[src/ccsk_pkg.sv]
// Constants, types and bus carriers for the flash cache setup and key control.
// Assumes one 20 MHz system clock and a synchronous active-high reset.
//
// Behaviour
// - Write-buffer bypass bits 19 and 3 skip the write buffer hit check.
// - Read-buffer bypass bit 4 skips the read buffer hit check.
// - Data lock bit 18 freezes data cache contents; misses replace nothing.
// - Data enable bit 17 routes accesses to data cache, else to flash.
// - Data init bit 16 zero-fills the data cache and self-clears at start.
// - Setting data init clears data lock and data enable.
// - Instruction lock bit 2 freezes instruction cache; misses replace nothing.
// - Instruction enable bit 1 resets to one; set serves, clear goes to flash.
// - Instruction init bit 0 zero-fills instruction cache and self-clears at start.
// - Setting instruction init clears instruction lock and instruction enable.
// - Protected writes are allowed only after key value 0xf123f456 is written.
// - The key register is write-only and reads back as zero.
// - Any setup register write clears the stored key.
// - Status init flag is high during fill; that cache stays disabled meanwhile.

package ccsk_pkg;

  // ****************************************
  // Register map and values
  // ****************************************
  localparam logic [31:0] CCSK_STAT_ADDR   = 32'h400180c0;
  localparam logic [31:0] CCSK_SETUP_ADDR  = 32'h400180c4;
  localparam logic [31:0] CCSK_KEY_ADDR    = 32'h400180c8;
  localparam logic [31:0] CCSK_KEY_VALUE   = 32'hf123f456;
  localparam logic [31:0] CCSK_SETUP_RESET = 32'h00000002;
  localparam logic [31:0] CCSK_KEY_RESET   = 32'h00000000;
  localparam logic [31:0] CCSK_SETUP_MASK  = 32'h000f001f;

  // ****************************************
  // Field positions
  // ****************************************
  localparam int CCSK_DATA_BASE = 16;
  localparam int CCSK_OFS_INIT  = 0;
  localparam int CCSK_OFS_EN    = 1;
  localparam int CCSK_OFS_LOCK  = 2;
  localparam int CCSK_OFS_WRBUF = 3;
  localparam int CCSK_OFS_RDBUF = 4;
  localparam int CCSK_NCACHE    = 2;
  localparam int CCSK_INIT_AW   = 8;

  // ****************************************
  // Types
  // ****************************************
  typedef enum logic [0:0] {
    CCSK_IDLE = 1'b0,
    CCSK_FILL = 1'b1
  } ccsk_init_state_e;

  typedef struct packed {
    logic        psel;
    logic        penable;
    logic        pwrite;
    logic [31:0] paddr;
    logic [31:0] pwdata;
  } ccsk_apb_req_s;

  typedef struct packed {
    logic        pready;
    logic        pslverr;
    logic [31:0] prdata;
  } ccsk_apb_rsp_s;

  typedef struct packed {
    logic                    serve;
    logic                    lock;
    logic                    wr_bypass;
    logic                    rd_bypass;
    logic                    init_busy;
    logic                    init_we;
    logic [CCSK_INIT_AW-1:0] init_addr;
  } ccsk_cache_ctl_s;

endpackage

[src/ccsk_top.sv]
// Cache setup register, unlock key and zero-fill engines for two caches.
// Assumes an APB master on the same clock; index 0 is instruction, 1 is data.
`timescale 1ns/100ps
`default_nettype none

module ccsk_top #(
  parameter int LINES = 256
) (
  // Clock and reset
  input  wire logic                         clock,
  input  wire logic                         rst,
  // Register bus
  input  wire ccsk_pkg::ccsk_apb_req_s      apb_req,
  output var  ccsk_pkg::ccsk_apb_rsp_s      apb_rsp,
  // Cache controls
  output var  ccsk_pkg::ccsk_cache_ctl_s [1:0] cache_ctl
);
  import ccsk_pkg::*;

  localparam logic [CCSK_INIT_AW-1:0] LAST = CCSK_INIT_AW'(LINES - 1);

  // ****************************************
  // Bus decode
  // ****************************************
  logic        pready_r;
  logic        pslverr_r;
  logic [31:0] prdata_r;
  logic [31:0] setup_r;
  logic [31:0] setup_nxt;
  logic        key_valid_r;
  logic        key_valid_nxt;
  logic [CCSK_NCACHE-1:0] start;
  logic [CCSK_NCACHE-1:0] busy;
  ccsk_cache_ctl_s [1:0]  ctl_nxt;

  wire access    = apb_req.psel & apb_req.penable;
  wire answer    = access & ~pready_r;
  wire commit    = access & pready_r;
  wire hit_stat  = apb_req.paddr == CCSK_STAT_ADDR;
  wire hit_setup = apb_req.paddr == CCSK_SETUP_ADDR;
  wire hit_key   = apb_req.paddr == CCSK_KEY_ADDR;
  wire mapped    = hit_stat | hit_setup | hit_key;
  wire setup_wr  = commit & apb_req.pwrite & hit_setup;
  wire key_wr    = commit & apb_req.pwrite & hit_key;
  wire key_match = apb_req.pwdata == CCSK_KEY_VALUE;
  wire setup_ok  = setup_wr & key_valid_r;

  // ****************************************
  // Status view
  // ****************************************
  logic [31:0] status;
  always_comb begin
    status = '0;
    for (int c = 0; c < CCSK_NCACHE; c++) begin
      status[c*CCSK_DATA_BASE+CCSK_OFS_LOCK] = setup_r[c*CCSK_DATA_BASE+CCSK_OFS_LOCK];
      status[c*CCSK_DATA_BASE+CCSK_OFS_EN]   = setup_r[c*CCSK_DATA_BASE+CCSK_OFS_EN]
                                               & ~busy[c];
      status[c*CCSK_DATA_BASE+CCSK_OFS_INIT] = busy[c];
    end
  end

  wire [31:0] read_mux = hit_stat  ? status  :
                         hit_setup ? setup_r :
                         32'h00000000;

  // ****************************************
  // APB answer, one wait state
  // ****************************************
  always_ff @(posedge clock) begin
    if (rst) begin
      pready_r  <= 1'b0;
      pslverr_r <= 1'b0;
      prdata_r  <= 32'h00000000;
    end else begin
      pready_r  <= answer;
      pslverr_r <= answer & ~mapped;
      prdata_r  <= (answer & ~apb_req.pwrite) ? read_mux : 32'h00000000;
    end
  end

  assign apb_rsp.pready  = pready_r;
  assign apb_rsp.pslverr = pslverr_r;
  assign apb_rsp.prdata  = prdata_r;

  // ****************************************
  // Unlock key
  // ****************************************
  always_comb begin
    key_valid_nxt = key_valid_r;
    if (setup_wr) begin
      key_valid_nxt = 1'b0;
    end else if (key_wr) begin
      key_valid_nxt = key_match;
    end
  end

  always_ff @(posedge clock) begin
    if (rst) begin
      key_valid_r <= 1'b0;
    end else begin
      key_valid_r <= key_valid_nxt;
    end
  end

  // ****************************************
  // Setup register
  // ****************************************
  always_comb begin
    setup_nxt = setup_r;
    if (setup_ok) begin
      setup_nxt = apb_req.pwdata & CCSK_SETUP_MASK;
    end
    for (int c = 0; c < CCSK_NCACHE; c++) begin
      if (setup_ok && apb_req.pwdata[c*CCSK_DATA_BASE+CCSK_OFS_INIT]) begin
        setup_nxt[c*CCSK_DATA_BASE+CCSK_OFS_EN]   = 1'b0;
        setup_nxt[c*CCSK_DATA_BASE+CCSK_OFS_LOCK] = 1'b0;
      end else if (start[c]) begin
        setup_nxt[c*CCSK_DATA_BASE+CCSK_OFS_INIT] = 1'b0;
      end
    end
  end

  always_ff @(posedge clock) begin
    if (rst) begin
      setup_r <= CCSK_SETUP_RESET;
    end else begin
      setup_r <= setup_nxt;
    end
  end

  // ****************************************
  // Per-cache fill engine and controls
  // ****************************************
  for (genvar g = 0; g < CCSK_NCACHE; g++) begin : g_cache
    localparam int B = g * CCSK_DATA_BASE;
    ccsk_init_state_e        st_r;
    ccsk_init_state_e        st_nxt;
    logic [CCSK_INIT_AW-1:0] cnt_r;
    logic [CCSK_INIT_AW-1:0] cnt_nxt;

    assign start[g] = (st_r == CCSK_IDLE) & setup_r[B+CCSK_OFS_INIT];
    assign busy[g]  = st_r == CCSK_FILL;

    always_comb begin
      st_nxt  = st_r;
      cnt_nxt = cnt_r;
      case (st_r)
        CCSK_IDLE: begin
          if (start[g]) begin
            st_nxt  = CCSK_FILL;
            cnt_nxt = '0;
          end
        end
        CCSK_FILL: begin
          cnt_nxt = cnt_r + 1'b1;
          if (cnt_r == LAST) begin
            st_nxt  = CCSK_IDLE;
            cnt_nxt = '0;
          end
        end
        default: begin
          st_nxt  = CCSK_IDLE;
          cnt_nxt = '0;
        end
      endcase
    end

    always_ff @(posedge clock) begin
      if (rst) begin
        st_r  <= CCSK_IDLE;
        cnt_r <= '0;
      end else begin
        st_r  <= st_nxt;
        cnt_r <= cnt_nxt;
      end
    end

    // Zero-fill write strobe lines up with the address it names
    assign ctl_nxt[g].serve     = setup_nxt[B+CCSK_OFS_EN] & (st_nxt == CCSK_IDLE)
                                  & ~setup_nxt[B+CCSK_OFS_INIT];
    assign ctl_nxt[g].lock      = setup_nxt[B+CCSK_OFS_LOCK];
    assign ctl_nxt[g].wr_bypass = setup_nxt[B+CCSK_OFS_WRBUF];
    assign ctl_nxt[g].rd_bypass = (g == 0) ? setup_nxt[CCSK_OFS_RDBUF] : 1'b0;
    assign ctl_nxt[g].init_busy = st_nxt == CCSK_FILL;
    assign ctl_nxt[g].init_we   = st_nxt == CCSK_FILL;
    assign ctl_nxt[g].init_addr = cnt_nxt;
  end

  always_ff @(posedge clock) begin
    if (rst) begin
      cache_ctl <= '0;
      cache_ctl[0].serve <= CCSK_SETUP_RESET[CCSK_OFS_EN];
    end else begin
      cache_ctl <= ctl_nxt;
    end
  end
endmodule // ccsk_top

`default_nettype wire

[config.mk]
export PLATFORM = sky130hd
export DESIGN_NAME = ccsk_top
export DESIGN_NICKNAME = d
export VERILOG_FILES = /design/src/ccsk_pkg.sv /design/src/ccsk_top.sv
export SDC_FILE = /design/constraint.sdc
export NUM_CORES = 1
export LEC_CHECK = 0
export BUFFER_PORTS_ARGS = -buffer_cell sky130_fd_sc_hd__buf_2
export CAP_MARGIN = 20
export CELL_PAD_IN_SITES_DETAIL_PLACEMENT = 1
export CELL_PAD_IN_SITES_GLOBAL_PLACEMENT = 1
export CORE_MARGIN = 10
export CORE_UTILIZATION = 32
export DETAILED_ROUTE_END_ITERATION = 6
export PLACE_DENSITY_LB_ADDON = 0.1
export SYNTH_ARGS = -nofsm -noshare
export SYNTH_HDL_FRONTEND = slang
export SYNTH_SLANG_ARGS = --single-unit
[constraint.sdc]
create_clock -name clock -period 4.2 [get_ports clock]
set_clock_uncertainty 0.2 [all_clocks]
set_input_delay 0.42 -clock clock [delete_from_list [all_inputs] [get_ports clock]]
set_output_delay 0.42 -clock clock [all_outputs]
set_load 0.02 [all_outputs]
Word-level counts from Yosys, hierarchy flattened

Cells that the tools add are included.

Add/subtract/negate cells: 2
Eq/ne operators: 6
Multiplexer cells: 21
Bitwise gates (word level): 30
Reduce and logical (&&, ||, !) cells: 5

Operators by type and width:

| kind                   | count |
|---|---|
| $eq A32 B31 Y1 const B | 3 |
| $mux W19               | 2 |
| $eq A32 B32 Y1 const B | 1 |
| $mux W8                | 4 |
| $pmux W8 S2            | 2 |
| $mux W20               | 1 |
| $and A1 B1 Y1          | 17 |
| $add A8 B1 Y8 const B  | 2 |
| $eq A8 B8 Y1 const B   | 2 |
| $not A1 Y1             | 11 |
| $mux W1                | 8 |
| $mux W2                | 2 |
| $pmux W1 S2            | 2 |
| $reduce_or A2 Y1       | 2 |
| $reduce_or A4 Y1       | 1 |
| $logic_and A1 B1 Y1    | 2 |
| $or A1 B1 Y1           | 2 |

Register bits: 46
Input port bits: 69
Output and inout bits: 62

Longest topological paths before layout

Gate-level depths: netlist of run 1.

Depth in word-level cells: 10
Mapped depth: 6
Mapped depth without buffers: 6

Least setup slack after synthesis of run 1

No wires, ideal clock.

Kind: input port to flip-flop
From: in apb_req[50] (netlist name)
To: reg setup_r[16]
Arrival: 1.688 ns
Data required time: 3.868 ns
Slack: 2.180 ns
Stages: 6
Buffers on the path: 1
Path through: nor4_2 > nand4_2 > or4_4 > buf_6 > nand3_2 > a21oi_1

Longest elaborated chain between the ends: 6
Elaborated cells between the ends (all ways): 7

RTL lines:

| item                   | line            | source |
|---|---|---|
| start: declaration     | ccsk_top.sv:13  | `input wire ccsk_pkg::ccsk_apb_req_s apb_req,` |
| $eq A32 B31 Y1 (*)     | ccsk_top.sv:40  | `wire hit_setup = apb_req.paddr == CCSK_SETUP_ADDR;` |
| $and A1 B1 Y1 (*)      | ccsk_top.sv:43  | `wire setup_wr = commit & apb_req.pwrite & hit_setup;` |
| $and A1 B1 Y1 (*)      | ccsk_top.sv:46  | `wire setup_ok = setup_wr & key_valid_r;` |
| $mux W20               | ccsk_top.sv:110 | `if (setup_ok) begin` |
| $mux W1                | ccsk_top.sv:117 | `end else if (start[c]) begin` |
| $mux W1 (*)            | ccsk_top.sv:114 | `if (setup_ok && apb_req.pwdata[c*CCSK_DATA_BASE+CCSK_OFS_INIT]) begin` |
| end signal: assignment | ccsk_top.sv:127 | `setup_r <= setup_nxt;` |
| end: declaration       | ccsk_top.sv:28  | `logic [31:0] setup_r;` |

Every way passes the cells marked *; elsewhere a longest branch is shown, timed or not.
A chain may end at the register's enable or synchronous reset.

==> results.sh, run 1 <==
export IMPL_status="finished, final reports clean"
export IMPL_critical_path_max_fanout=6
export IMPL_clkTransAtPathRegs_ns=0.08
export IMPL_yosysMostFrequentCell="dfxtp_1"
export IMPL_wl_per_cell_microns=16.6
export IMPL_cts_tree="done"
export IMPL_synth_edf_count=0
export IMPL_antenna_found_initial=0
export IMPL_met2_usage_pct=21.8
export IMPL_grt_pass1_vias=2148
export IMPL_drc=0
export IMPL_fin_nets=420
export IMPL_gp_congestion=0.733
export IMPL_drive_above_1_share_pct=35.9
export IMPL_slew_headroom_pct=45.6
export IMPL_die_area_sq_mm=0.0106
export IMPL_synth_cell_type_count=44
export IMPL_post_cts_buffers=0
export IMPL_initial_core_util_pct=32.6
export IMPL_clock_fmax_mhz=449
export IMPL_tightest_slew_ns=0.809
export IMPL_ctsResizeCount=0
export IMPL_yosys_warnings=0
export IMPL_holdWs_ns=0.184
export IMPL_hold_buffers=0
export IMPL_crit_type="flop to flop"
export IMPL_grt_util_met1_pct=14.8
export IMPL_final_cells=428
export IMPL_cts_root_buf="clkbuf_8"
export IMPL_numCtsBuffers=5
export IMPL_firstDrtPassIters=4
export IMPL_max_cap_viol_count=0
export IMPL_async_flop_share_pct=0
export IMPL_setup_tns_ns=0
export IMPL_netlist_area_sq_mm=0.00219
export IMPL_grt_start_max_net_pins=31
export IMPL_drt_initial_drc_count=41
export IMPL_path_buf_inv=0
export IMPL_path_delay_family="compound AO/OA/AOI/OAI gates"
export IMPL_crit_slowest_cell="o31ai_1"
export IMPL_drv_slew=0
export IMPL_via_per_inst=4.90
export IMPL_end_kind="flop"
export IMPL_p_per_area_mw_per_mm2=262
export IMPL_synth_area_per_cell_sq_um=8.56
export IMPL_dp_hpwl_mm=5.74
export IMPL_finalHoldViolations=0
export IMPL_clkLatencyLatePin_ns=0.29
export IMPL_synth_area_leaders="dfxtp_1 (37%), buf_4 (12%), a21oi_1 (6.4%), nand2_1 (4.1%), nor2_1 (3.4%)"
export IMPL_yosysTopAreaCell="dfxtp_1"
export IMPL_post_route_period_util_pct=53.1
export IMPL_dp_cells=422
export IMPL_crit_required_ns=4.16
export IMPL_grt_use_met3_pct=4.69
export IMPL_ir_drop_mv=0.0816
export IMPL_ioPinCount=131
export IMPL_leakagePower_nw=1.26
export IMPL_ys_ff_latch=41
export IMPL_synth_top_area_share_pct=37.5
export IMPL_top_usage_layer="met2"
export IMPL_slowest_delay_ns=0.74
export IMPL_setup_violations=0
export IMPL_die_h_microns=103
export IMPL_cts_path_max_buffers=2
export IMPL_port_buffers=106
export IMPL_path_cells="ha_1 > nand3_1 > o31ai_1 > o22ai_1 > a21oi_1 > nor2_1"
export IMPL_syn_to_final_growth_pct=22.4
export IMPL_grt_use_total_pct=12.9
export IMPL_startpoint_type="flop"
export IMPL_utilization_pct=39.9
export IMPL_core_area_sq_mm=0.00672
export IMPL_arrival_ns=2.19
export IMPL_htreeDepth=2
export IMPL_rsz0062_at_grt="no"
export IMPL_wl_mm=7.10
export IMPL_die_x_microns=103
export IMPL_cts_sink_count=41
export IMPL_gr_total_overflow=0
export IMPL_rows=30
export IMPL_vias=2097
export IMPL_syn_inst=256
export IMPL_synth_main_ff_cell="dfxtp_1"
export IMPL_ys_top_cells_by_count="dfxtp_1 (41), buf_4 (35), a21oi_1 (28)"
export IMPL_ys_seq_area_share_pct=37.5
export IMPL_diodes=0
export IMPL_antenna_left=0
export IMPL_grt_pass1_wl_mm=10.9
export IMPL_period_needed_ns=2.23
export IMPL_min_path_type="primary input to flop"
logic make-up after synthesis:
group | count (synthesis) | share of synthesized area [%]
other cells | 1 | 0.171
buf+inv | 45 | 14.0
fa+ha+maj | 2 | 1.14
simple gates | 116 | 34.0
xor+xnor | 1 | 0.400
compound gates | 50 | 12.8
flops | 41 | 37.5
power breakdown:
group / total (W) / switching [W] / internal, W
combinational: 0.0000745 / 0.0000452 / 0.0000293
sequential: 0.000389 / 0.000000311 / 0.000389
clock: 0.000238 / 0.000129 / 0.000109
total: 0.000702 / 0.000174 / 0.000528
layer usage:
layer / wire (microns) / part of all wire, %
met2: 3490 / 49
met5: 0 / 0
met4: 115 / 1.6
met1: 2860 / 40
met3: 637 / 9.0
placed cells by master, fill, tap and decap left out, types with 2 or more instances in the layout:
cell,n
buf_2,106
dfxtp_1,41
a21oi_1,28
nand2_1,24
conb_1,24
nor2_1,20
and3_1,10
nand3b_1,8
o21ai_0,8
nand3_1,7
nor3b_1,6
nand4_1,5
nor2b_1,5
clkbuf_8,5
nand2b_1,4
nor4b_2,3
nor4bb_1,3
a31oi_1,3
nand3_2,3
o31ai_1,3
a21o_1,3
nor4_2,2
nor4_1,2
inv_1,2
o22ai_1,2
a21boi_1,2
and2_1,2
ha_1,2
registers in the layout, indices dropped and copies added (netlist names):
name / count
pready_r: 1
key_valid_r: 1
pslverr_r: 1
setup_r: 9
prdata_r: 9
cache_ctl: 20
worst paths after layout:
check	from	depth (start not counted)	slack, ns	to
setup reg to reg	cache_ctl[0]	6	1.97	cache_ctl[3]
hold / removal	apb_req[4]	3	0.18	setup_r[4]
setup / recovery	cache_ctl[0]	6	1.97	cache_ctl[3]
hold reg to reg	setup_r[17]	2	0.27	setup_r[17]
through the flow:
step,instance area [sq um],setup WS [ns],total power (W)
after floorplan,2280,2.18,0.000450
after global placement,2610,1.84,0.000470
after detailed placement,2610,1.83,0.000472
after CTS,2680,1.99,0.000715
after global routing,2680,1.75,0.000738
final,2680,1.97,0.000702
layout make-up:
class / instances / area [sq um]
clock buffer: 5 / 68.8
sequential: 41 / 821
tap: 80 / 100
multi-input combinational: 193 / 1150
fill: 854 / 4040
inverter: 2 / 7.51
timing repair buffer: 106 / 531
clock inverter: 1 / 5.00
tightest hold or removal path: stages:
cell,delay [ns]
buf_2,0.10
nand2_1,0.05
a21oi_1,0.05
Note: power is estimated with default switching activity, not from simulation.
==> run 2, diff against run 1 <==
- CORE_UTILIZATION: 32 -> 30
- clock period: 4.2 -> 2.2 ns (I/O delays scaled with it)
==> run 2 against run 1 <==
- maximum frequency is 15% higher
- non-clock buffer count is 11 higher
- sequential share of layout area is 1.9 points lower
- clock-buffer cell count stayed put
- worst setup slack worse by 1.7 ns
- sequential power is 91% higher
- register-to-register slack worse by 1.7 ns
- power is 130% higher
- critical path type unchanged
- largest cell class unchanged
==> results.sh, run 2 (same netlist as run 1, synthesis figures left out) <==
export IMPL_status="finished, final reports clean"
export IMPL_antenna_left=0
export IMPL_port_buffers=106
export IMPL_arrival_ns=1.91
export IMPL_vias=2122
export IMPL_wl_met3_microns=552
export IMPL_drt_initial_drc_count=51
export IMPL_ir_drop_mv=0.329
export IMPL_setup_tns_ns=0
export IMPL_max_cap_viol_count=0
export IMPL_ioPinCount=131
export IMPL_dp_cells=448
export IMPL_wirelength_met1_mm=2.92
export IMPL_regMostFlops="cache_ctl"
export IMPL_firstDrtPassIters=4
export IMPL_grt_pass1_wl_mm=11.2
export IMPL_period_needed_ns=1.94
export IMPL_gp_congestion=0.754
export IMPL_place_ws_ns=0.0513
export IMPL_gr_total_overflow=0
export IMPL_end_kind="flop"
export IMPL_min_path_type="primary input to flop"
export IMPL_p_per_area_mw_per_mm2=561
export IMPL_crit_type="flop to flop"
export IMPL_top_layer="met4"
export IMPL_cts_path_max_buffers=2
export IMPL_holdWs_ns=0.0154
export IMPL_largest_reg_flops=20
export IMPL_clkLatencyLatePin_ns=0.29
export IMPL_top_regs="cache_ctl x20, prdata_r x9, setup_r x9"
export IMPL_drive_above_1_share_pct=37.4
export IMPL_mostFrequentLayoutCells="buf_2 (106), dfxtp_1 (41), a21oi_1 (28)"
export IMPL_drv_slew=0
export IMPL_grt_use_total_pct=12.1
export IMPL_grt_start_max_net_pins=30
export IMPL_die_h_microns=105
export IMPL_cts_root_buf="clkbuf_8"
export IMPL_dp_hpwl_mm=5.71
export IMPL_setup_slack_ns=0.260
export IMPL_clock_fmax_mhz=515
export IMPL_die_x_microns=105
export IMPL_syn_to_final_growth_pct=30.7
export IMPL_critical_path_max_fanout=5
export IMPL_initial_core_util_pct=30.5
export IMPL_rsz0062_at_grt="no"
export IMPL_clkTransAtPathRegs_ns=0.08
export IMPL_wl_mm=7.04
export IMPL_setup_violations=0
export IMPL_final_cells=460
export IMPL_grt_pass1_vias=2231
export IMPL_die_area_sq_mm=0.0111
export IMPL_wl_met2_mm=3.48
export IMPL_diodes=0
export IMPL_placed_cell_area_sq_mm=0.00268
export IMPL_fin_area_sq_mm=0.00286
export IMPL_drc=0
export IMPL_reg2reg_slack_ns=0.26
export IMPL_wl_per_cell_microns=15.3
export IMPL_post_route_period_util_pct=88.2
export IMPL_htreeDepth=2
export IMPL_post_cts_buffers=0
export IMPL_core_area_sq_mm=0.00718
export IMPL_leakagePower_nw=1.34
export IMPL_numCtsBuffers=5
export IMPL_cts_tree="done"
export IMPL_via_per_inst=4.61
export IMPL_fin_nets=431
export IMPL_antenna_found_initial=0
export IMPL_final_common_cell="buf_2"
export IMPL_crit_required_ns=2.17
export IMPL_startpoint_type="flop"
export IMPL_cts_sink_count=41
export IMPL_rows=31
export IMPL_finalHoldViolations=0
## run 2: changes by cell type in the layout (fill, tap and decap cells not counted)
cell,change
o31ai_2,+1
bufinv_16,+2
o31ai_1,-1
dlygate4sd3_1,+4
buf_4,+7
## run 2: what timing repair did
item	CTS	global route
hold buffers	4	0
endpoints found under the hold margin	4	0
setup endpoints to repair	0	1
gates resized for setup	0	1
## run 2: cell type report
cell class	count	area, sq um
flip-flops and latches	41	821
clock buffers	5	68.8
repair buffers	117	623
multi-input cells	193	1150
inverters	2	7.51
fillers	910	4310
clock inverters	3	65.1
well taps	99	124
## run 2: worst max-delay path, cell delays in order, from the launching register on
cell and delay [ns]:
dfxtp_1 0.40, ha_1 0.22, nand3_1 0.17, o31ai_2 0.37, buf_4 0.19, o22ai_1 0.07
a21oi_1 0.15, nor2_1 0.05
## run 2: per-stage QoR
step | utilization, % | total power, W
6_report | 39.9 | 0.00161
5_1_grt | 39.9 | 0.00168
4_1_cts | 39.8 | 0.00163
3_5_place_dp | 37.4 | 0.000902
3_3_place_gp | 37.4 | 0.000900
2_1_floorplan | - | 0.000860
## run 2: final timing paths
check,end,cells after the start,start
setup / recovery,cache_ctl[3],7,cache_ctl[0]
hold / removal,setup_r[2],3,apb_req[2]
setup reg to reg,cache_ctl[3],7,cache_ctl[0]
hold reg to reg,setup_r[4],2,setup_r[4]
## run 2: per-layer routing
layer / vias to the layer above / global-route usage, %
li1: 1060 / -
met1: 988 / 13.4
met2: 68 / 20.9
met3: 6 / 4.69
met4: 0 / 3.24
met5: - / 0
## run 2: power by group
| group | internal [W] | switching [W] | leakage (nW) |
|---|---|---|---|
| logic | 0.0000616 | 0.0000861 | 0.937 |
| registers | 0.000743 | 0.000000566 | 0.330 |
| clock network | 0.000451 | 0.000265 | 0.0681 |
==> run 3, diff against run 2 <==
- CORE_ASPECT_RATIO: default -> 0.75
==> run 3 against run 2 <==
- non-clock buffer count is the same
- critical endpoint is now key_valid_r
- sequential share of layout area up 0.42 points
- flip-flop and latch count unchanged
- register-to-register slack improved by 0.05 ns
- final area fell by 1.4%
- die area increased by 0.32%
- routed wire length increased by 5.2%
- largest cell class unchanged
- critical path type is now primary input to flop
- highest routed layer unchanged
==> results.sh, run 3 (same netlist as run 1, synthesis figures left out) <==
export IMPL_status="finished, final reports clean"
export IMPL_crit_type="primary input to flop"
export IMPL_min_from="apb_req[2]"
export IMPL_wl_per_cell_microns=16.1
export IMPL_clkLatencyLatePin_ns=0.30
export IMPL_drv_slew=0
export IMPL_die_x_microns=119
export IMPL_drive_above_1_share_pct=37.1
export IMPL_crit_required_ns=2.23
export IMPL_path_cells="dlygate4sd3_1 > buf_2 > nor4bb_1 > nand4_1 > nor4_1 > buf_4 > nand4_1 > a21oi_1"
export IMPL_cts_tree="done"
export IMPL_numCtsBuffers=5
export IMPL_dp_hpwl_mm=6.01
export IMPL_p_per_area_mw_per_mm2=507
export IMPL_end_kind="flop"
export IMPL_period_needed_ns=1.96
export IMPL_finalHoldViolations=0
export IMPL_cts_sink_count=41
export IMPL_antenna_left=0
export IMPL_via_per_inst=4.59
export IMPL_grt_pass1_vias=2366
export IMPL_startpoint_type="primary input"
export IMPL_ir_drop_mv=0.234
export IMPL_gp_congestion=0.797
export IMPL_r2r_start="cache_ctl[0]"
export IMPL_post_route_period_util_pct=89.0
export IMPL_die_area_sq_mm=0.0112
export IMPL_cp_common_cell="nand4_1"
export IMPL_antenna_found_initial=0
export IMPL_regMostFlops="cache_ctl"
export IMPL_drt_initial_drc_count=102
export IMPL_drc=0
export IMPL_rsz0062_at_grt="no"
export IMPL_power_internal_w=0.00106
export IMPL_core_area_sq_mm=0.00696
export IMPL_crit_slowest_cell="dlygate4sd3_1"
export IMPL_final_common_cell="buf_2"
export IMPL_grt_pass1_wl_mm=11.9
export IMPL_largest_reg_flops=20
export IMPL_post_cts_buffers=0
export IMPL_r2r_end="cache_ctl[3]"
export IMPL_hold_depth=3
export IMPL_setup_violations=0
export IMPL_clockPowerShare_pct=37.6
export IMPL_clkTransAtPathRegs_ns=0.08
export IMPL_gr_total_overflow=0
export IMPL_reg2reg_slack_ns=0.31
export IMPL_max_cap_viol_count=0
export IMPL_htreeDepth=2
export IMPL_syn_to_final_growth_pct=28.8
export IMPL_slowest_delay_ns=0.56
export IMPL_top_regs="cache_ctl x20, prdata_r x9, setup_r x9"
export IMPL_firstDrtPassIters=4
export IMPL_sw_frac_of_total_pct=25.9
export IMPL_cts_path_max_buffers=2
export IMPL_critical_path_max_fanout=2
export IMPL_ioPinCount=131
export IMPL_initial_core_util_pct=31.5
export IMPL_pwr_share_seq_pct=52.0
export IMPL_cts_root_buf="clkbuf_8"
export IMPL_arrival_ns=1.99
export IMPL_slew_headroom_pct=67.0
export IMPL_wl_mm=7.40
export IMPL_tightest_slew_ns=0.491
export IMPL_port_buffers=106
export IMPL_holdWs_ns=0.0130
export IMPL_fin_nets=431
export IMPL_vias=2110
export IMPL_min_to="setup_r[2]"
export IMPL_r2r_cells=7
export IMPL_grt_use_total_pct=13.0
export IMPL_mostFrequentLayoutCells="buf_2 (106), dfxtp_1 (41), a21oi_1 (28)"
export IMPL_combPwrFrac_pct=10.4
export IMPL_grt_start_max_net_pins=30
export IMPL_die_h_microns=94.0
export IMPL_min_path_type="primary input to flop"
export IMPL_clock_fmax_mhz=511
export IMPL_p_sw_w=0.000370
export IMPL_setup_tns_ns=0
export IMPL_rows=26
export IMPL_leakagePower_nw=1.32
==> run 3: layer usage <==
metal	wire length [microns]	track usage [%]
met2	3780	23.9
met5	0	0
met3	362	3.48
met1	3220	14.8
met4	42	2.74
==> run 3: worst max-delay path, delay by kind of cell <==
family                 cells  cell delay [ns]
AO/OA/AOI/OAI              1             0.14
buffers and inverters      3             0.87
AND/OR/NAND/NOR            4             0.75
==> run 3: repair_timing <==
action | in CTS | in global routing
hold buffers | 4 | 0
hold endpoints to repair | 4 | 0
gates resized for setup | 0 | 0
==> run 3: final cells by class <==
cell class | count | area, sq um
Tap cell | 98 | 123
Clock buffer | 6 | 82.6
Antenna cell | 1 | 2.50
Timing Repair Buffer | 117 | 623
Inverter | 2 | 7.51
Clock inverter | 2 | 13.8
Sequential cell | 41 | 821
Fill cell | 914 | 4140
Multi-Input combinational cell | 193 | 1150
==> run 3: metrics by stage <==
| step | util [%] | worst slack [ns] | instances | cell area, sq um | total power [W] |
|---|---|---|---|---|---|
| 3_5_place_dp | 38.5 | 0.144 | 447 | 2680 | 0.000902 |
| 3_3_place_gp | 38.5 | 0.187 | 447 | 2680 | 0.000899 |
| 6_report | 40.5 | 0.242 | 460 | 2820 | 0.00143 |
| 2_1_floorplan | - | 0.185 | 279 | 2280 | 0.000860 |
| 4_1_cts | 40.5 | 0.281 | 459 | 2820 | 0.00145 |
| 5_1_grt | 40.5 | 0.132 | 459 | 2820 | 0.00150 |
==> run 3: worst max path at each step <==
stage | startpoint | end | slack (ns) | cells after the start
5_1_grt | cache_ctl[14] | cache_ctl[21] | 0.13 | 7
4_1_cts | apb_req[3] | key_valid_r | 0.28 | 8
3_3_place_gp | apb_req[36] | prdata_r[16] | 0.19 | 7
3_5_place_dp | apb_req[58] | setup_r[4] | 0.14 | 6
2_1_floorplan | cache_ctl[0] | cache_ctl[3] | 0.18 | 6
6_report | apb_req[3] | key_valid_r | 0.24 | 8
==> run 3: power groups by stage <==
stage | combinational, W | clock [W] | sequential [W]
after floorplan | 0.0000988 | 0 | 0.000761
after global placement | 0.000138 | 0 | 0.000761
after detailed placement | 0.000141 | 0 | 0.000761
after CTS | 0.000147 | 0.000555 | 0.000743
after global routing | 0.000163 | 0.000592 | 0.000744
final | 0.000149 | 0.000537 | 0.000743
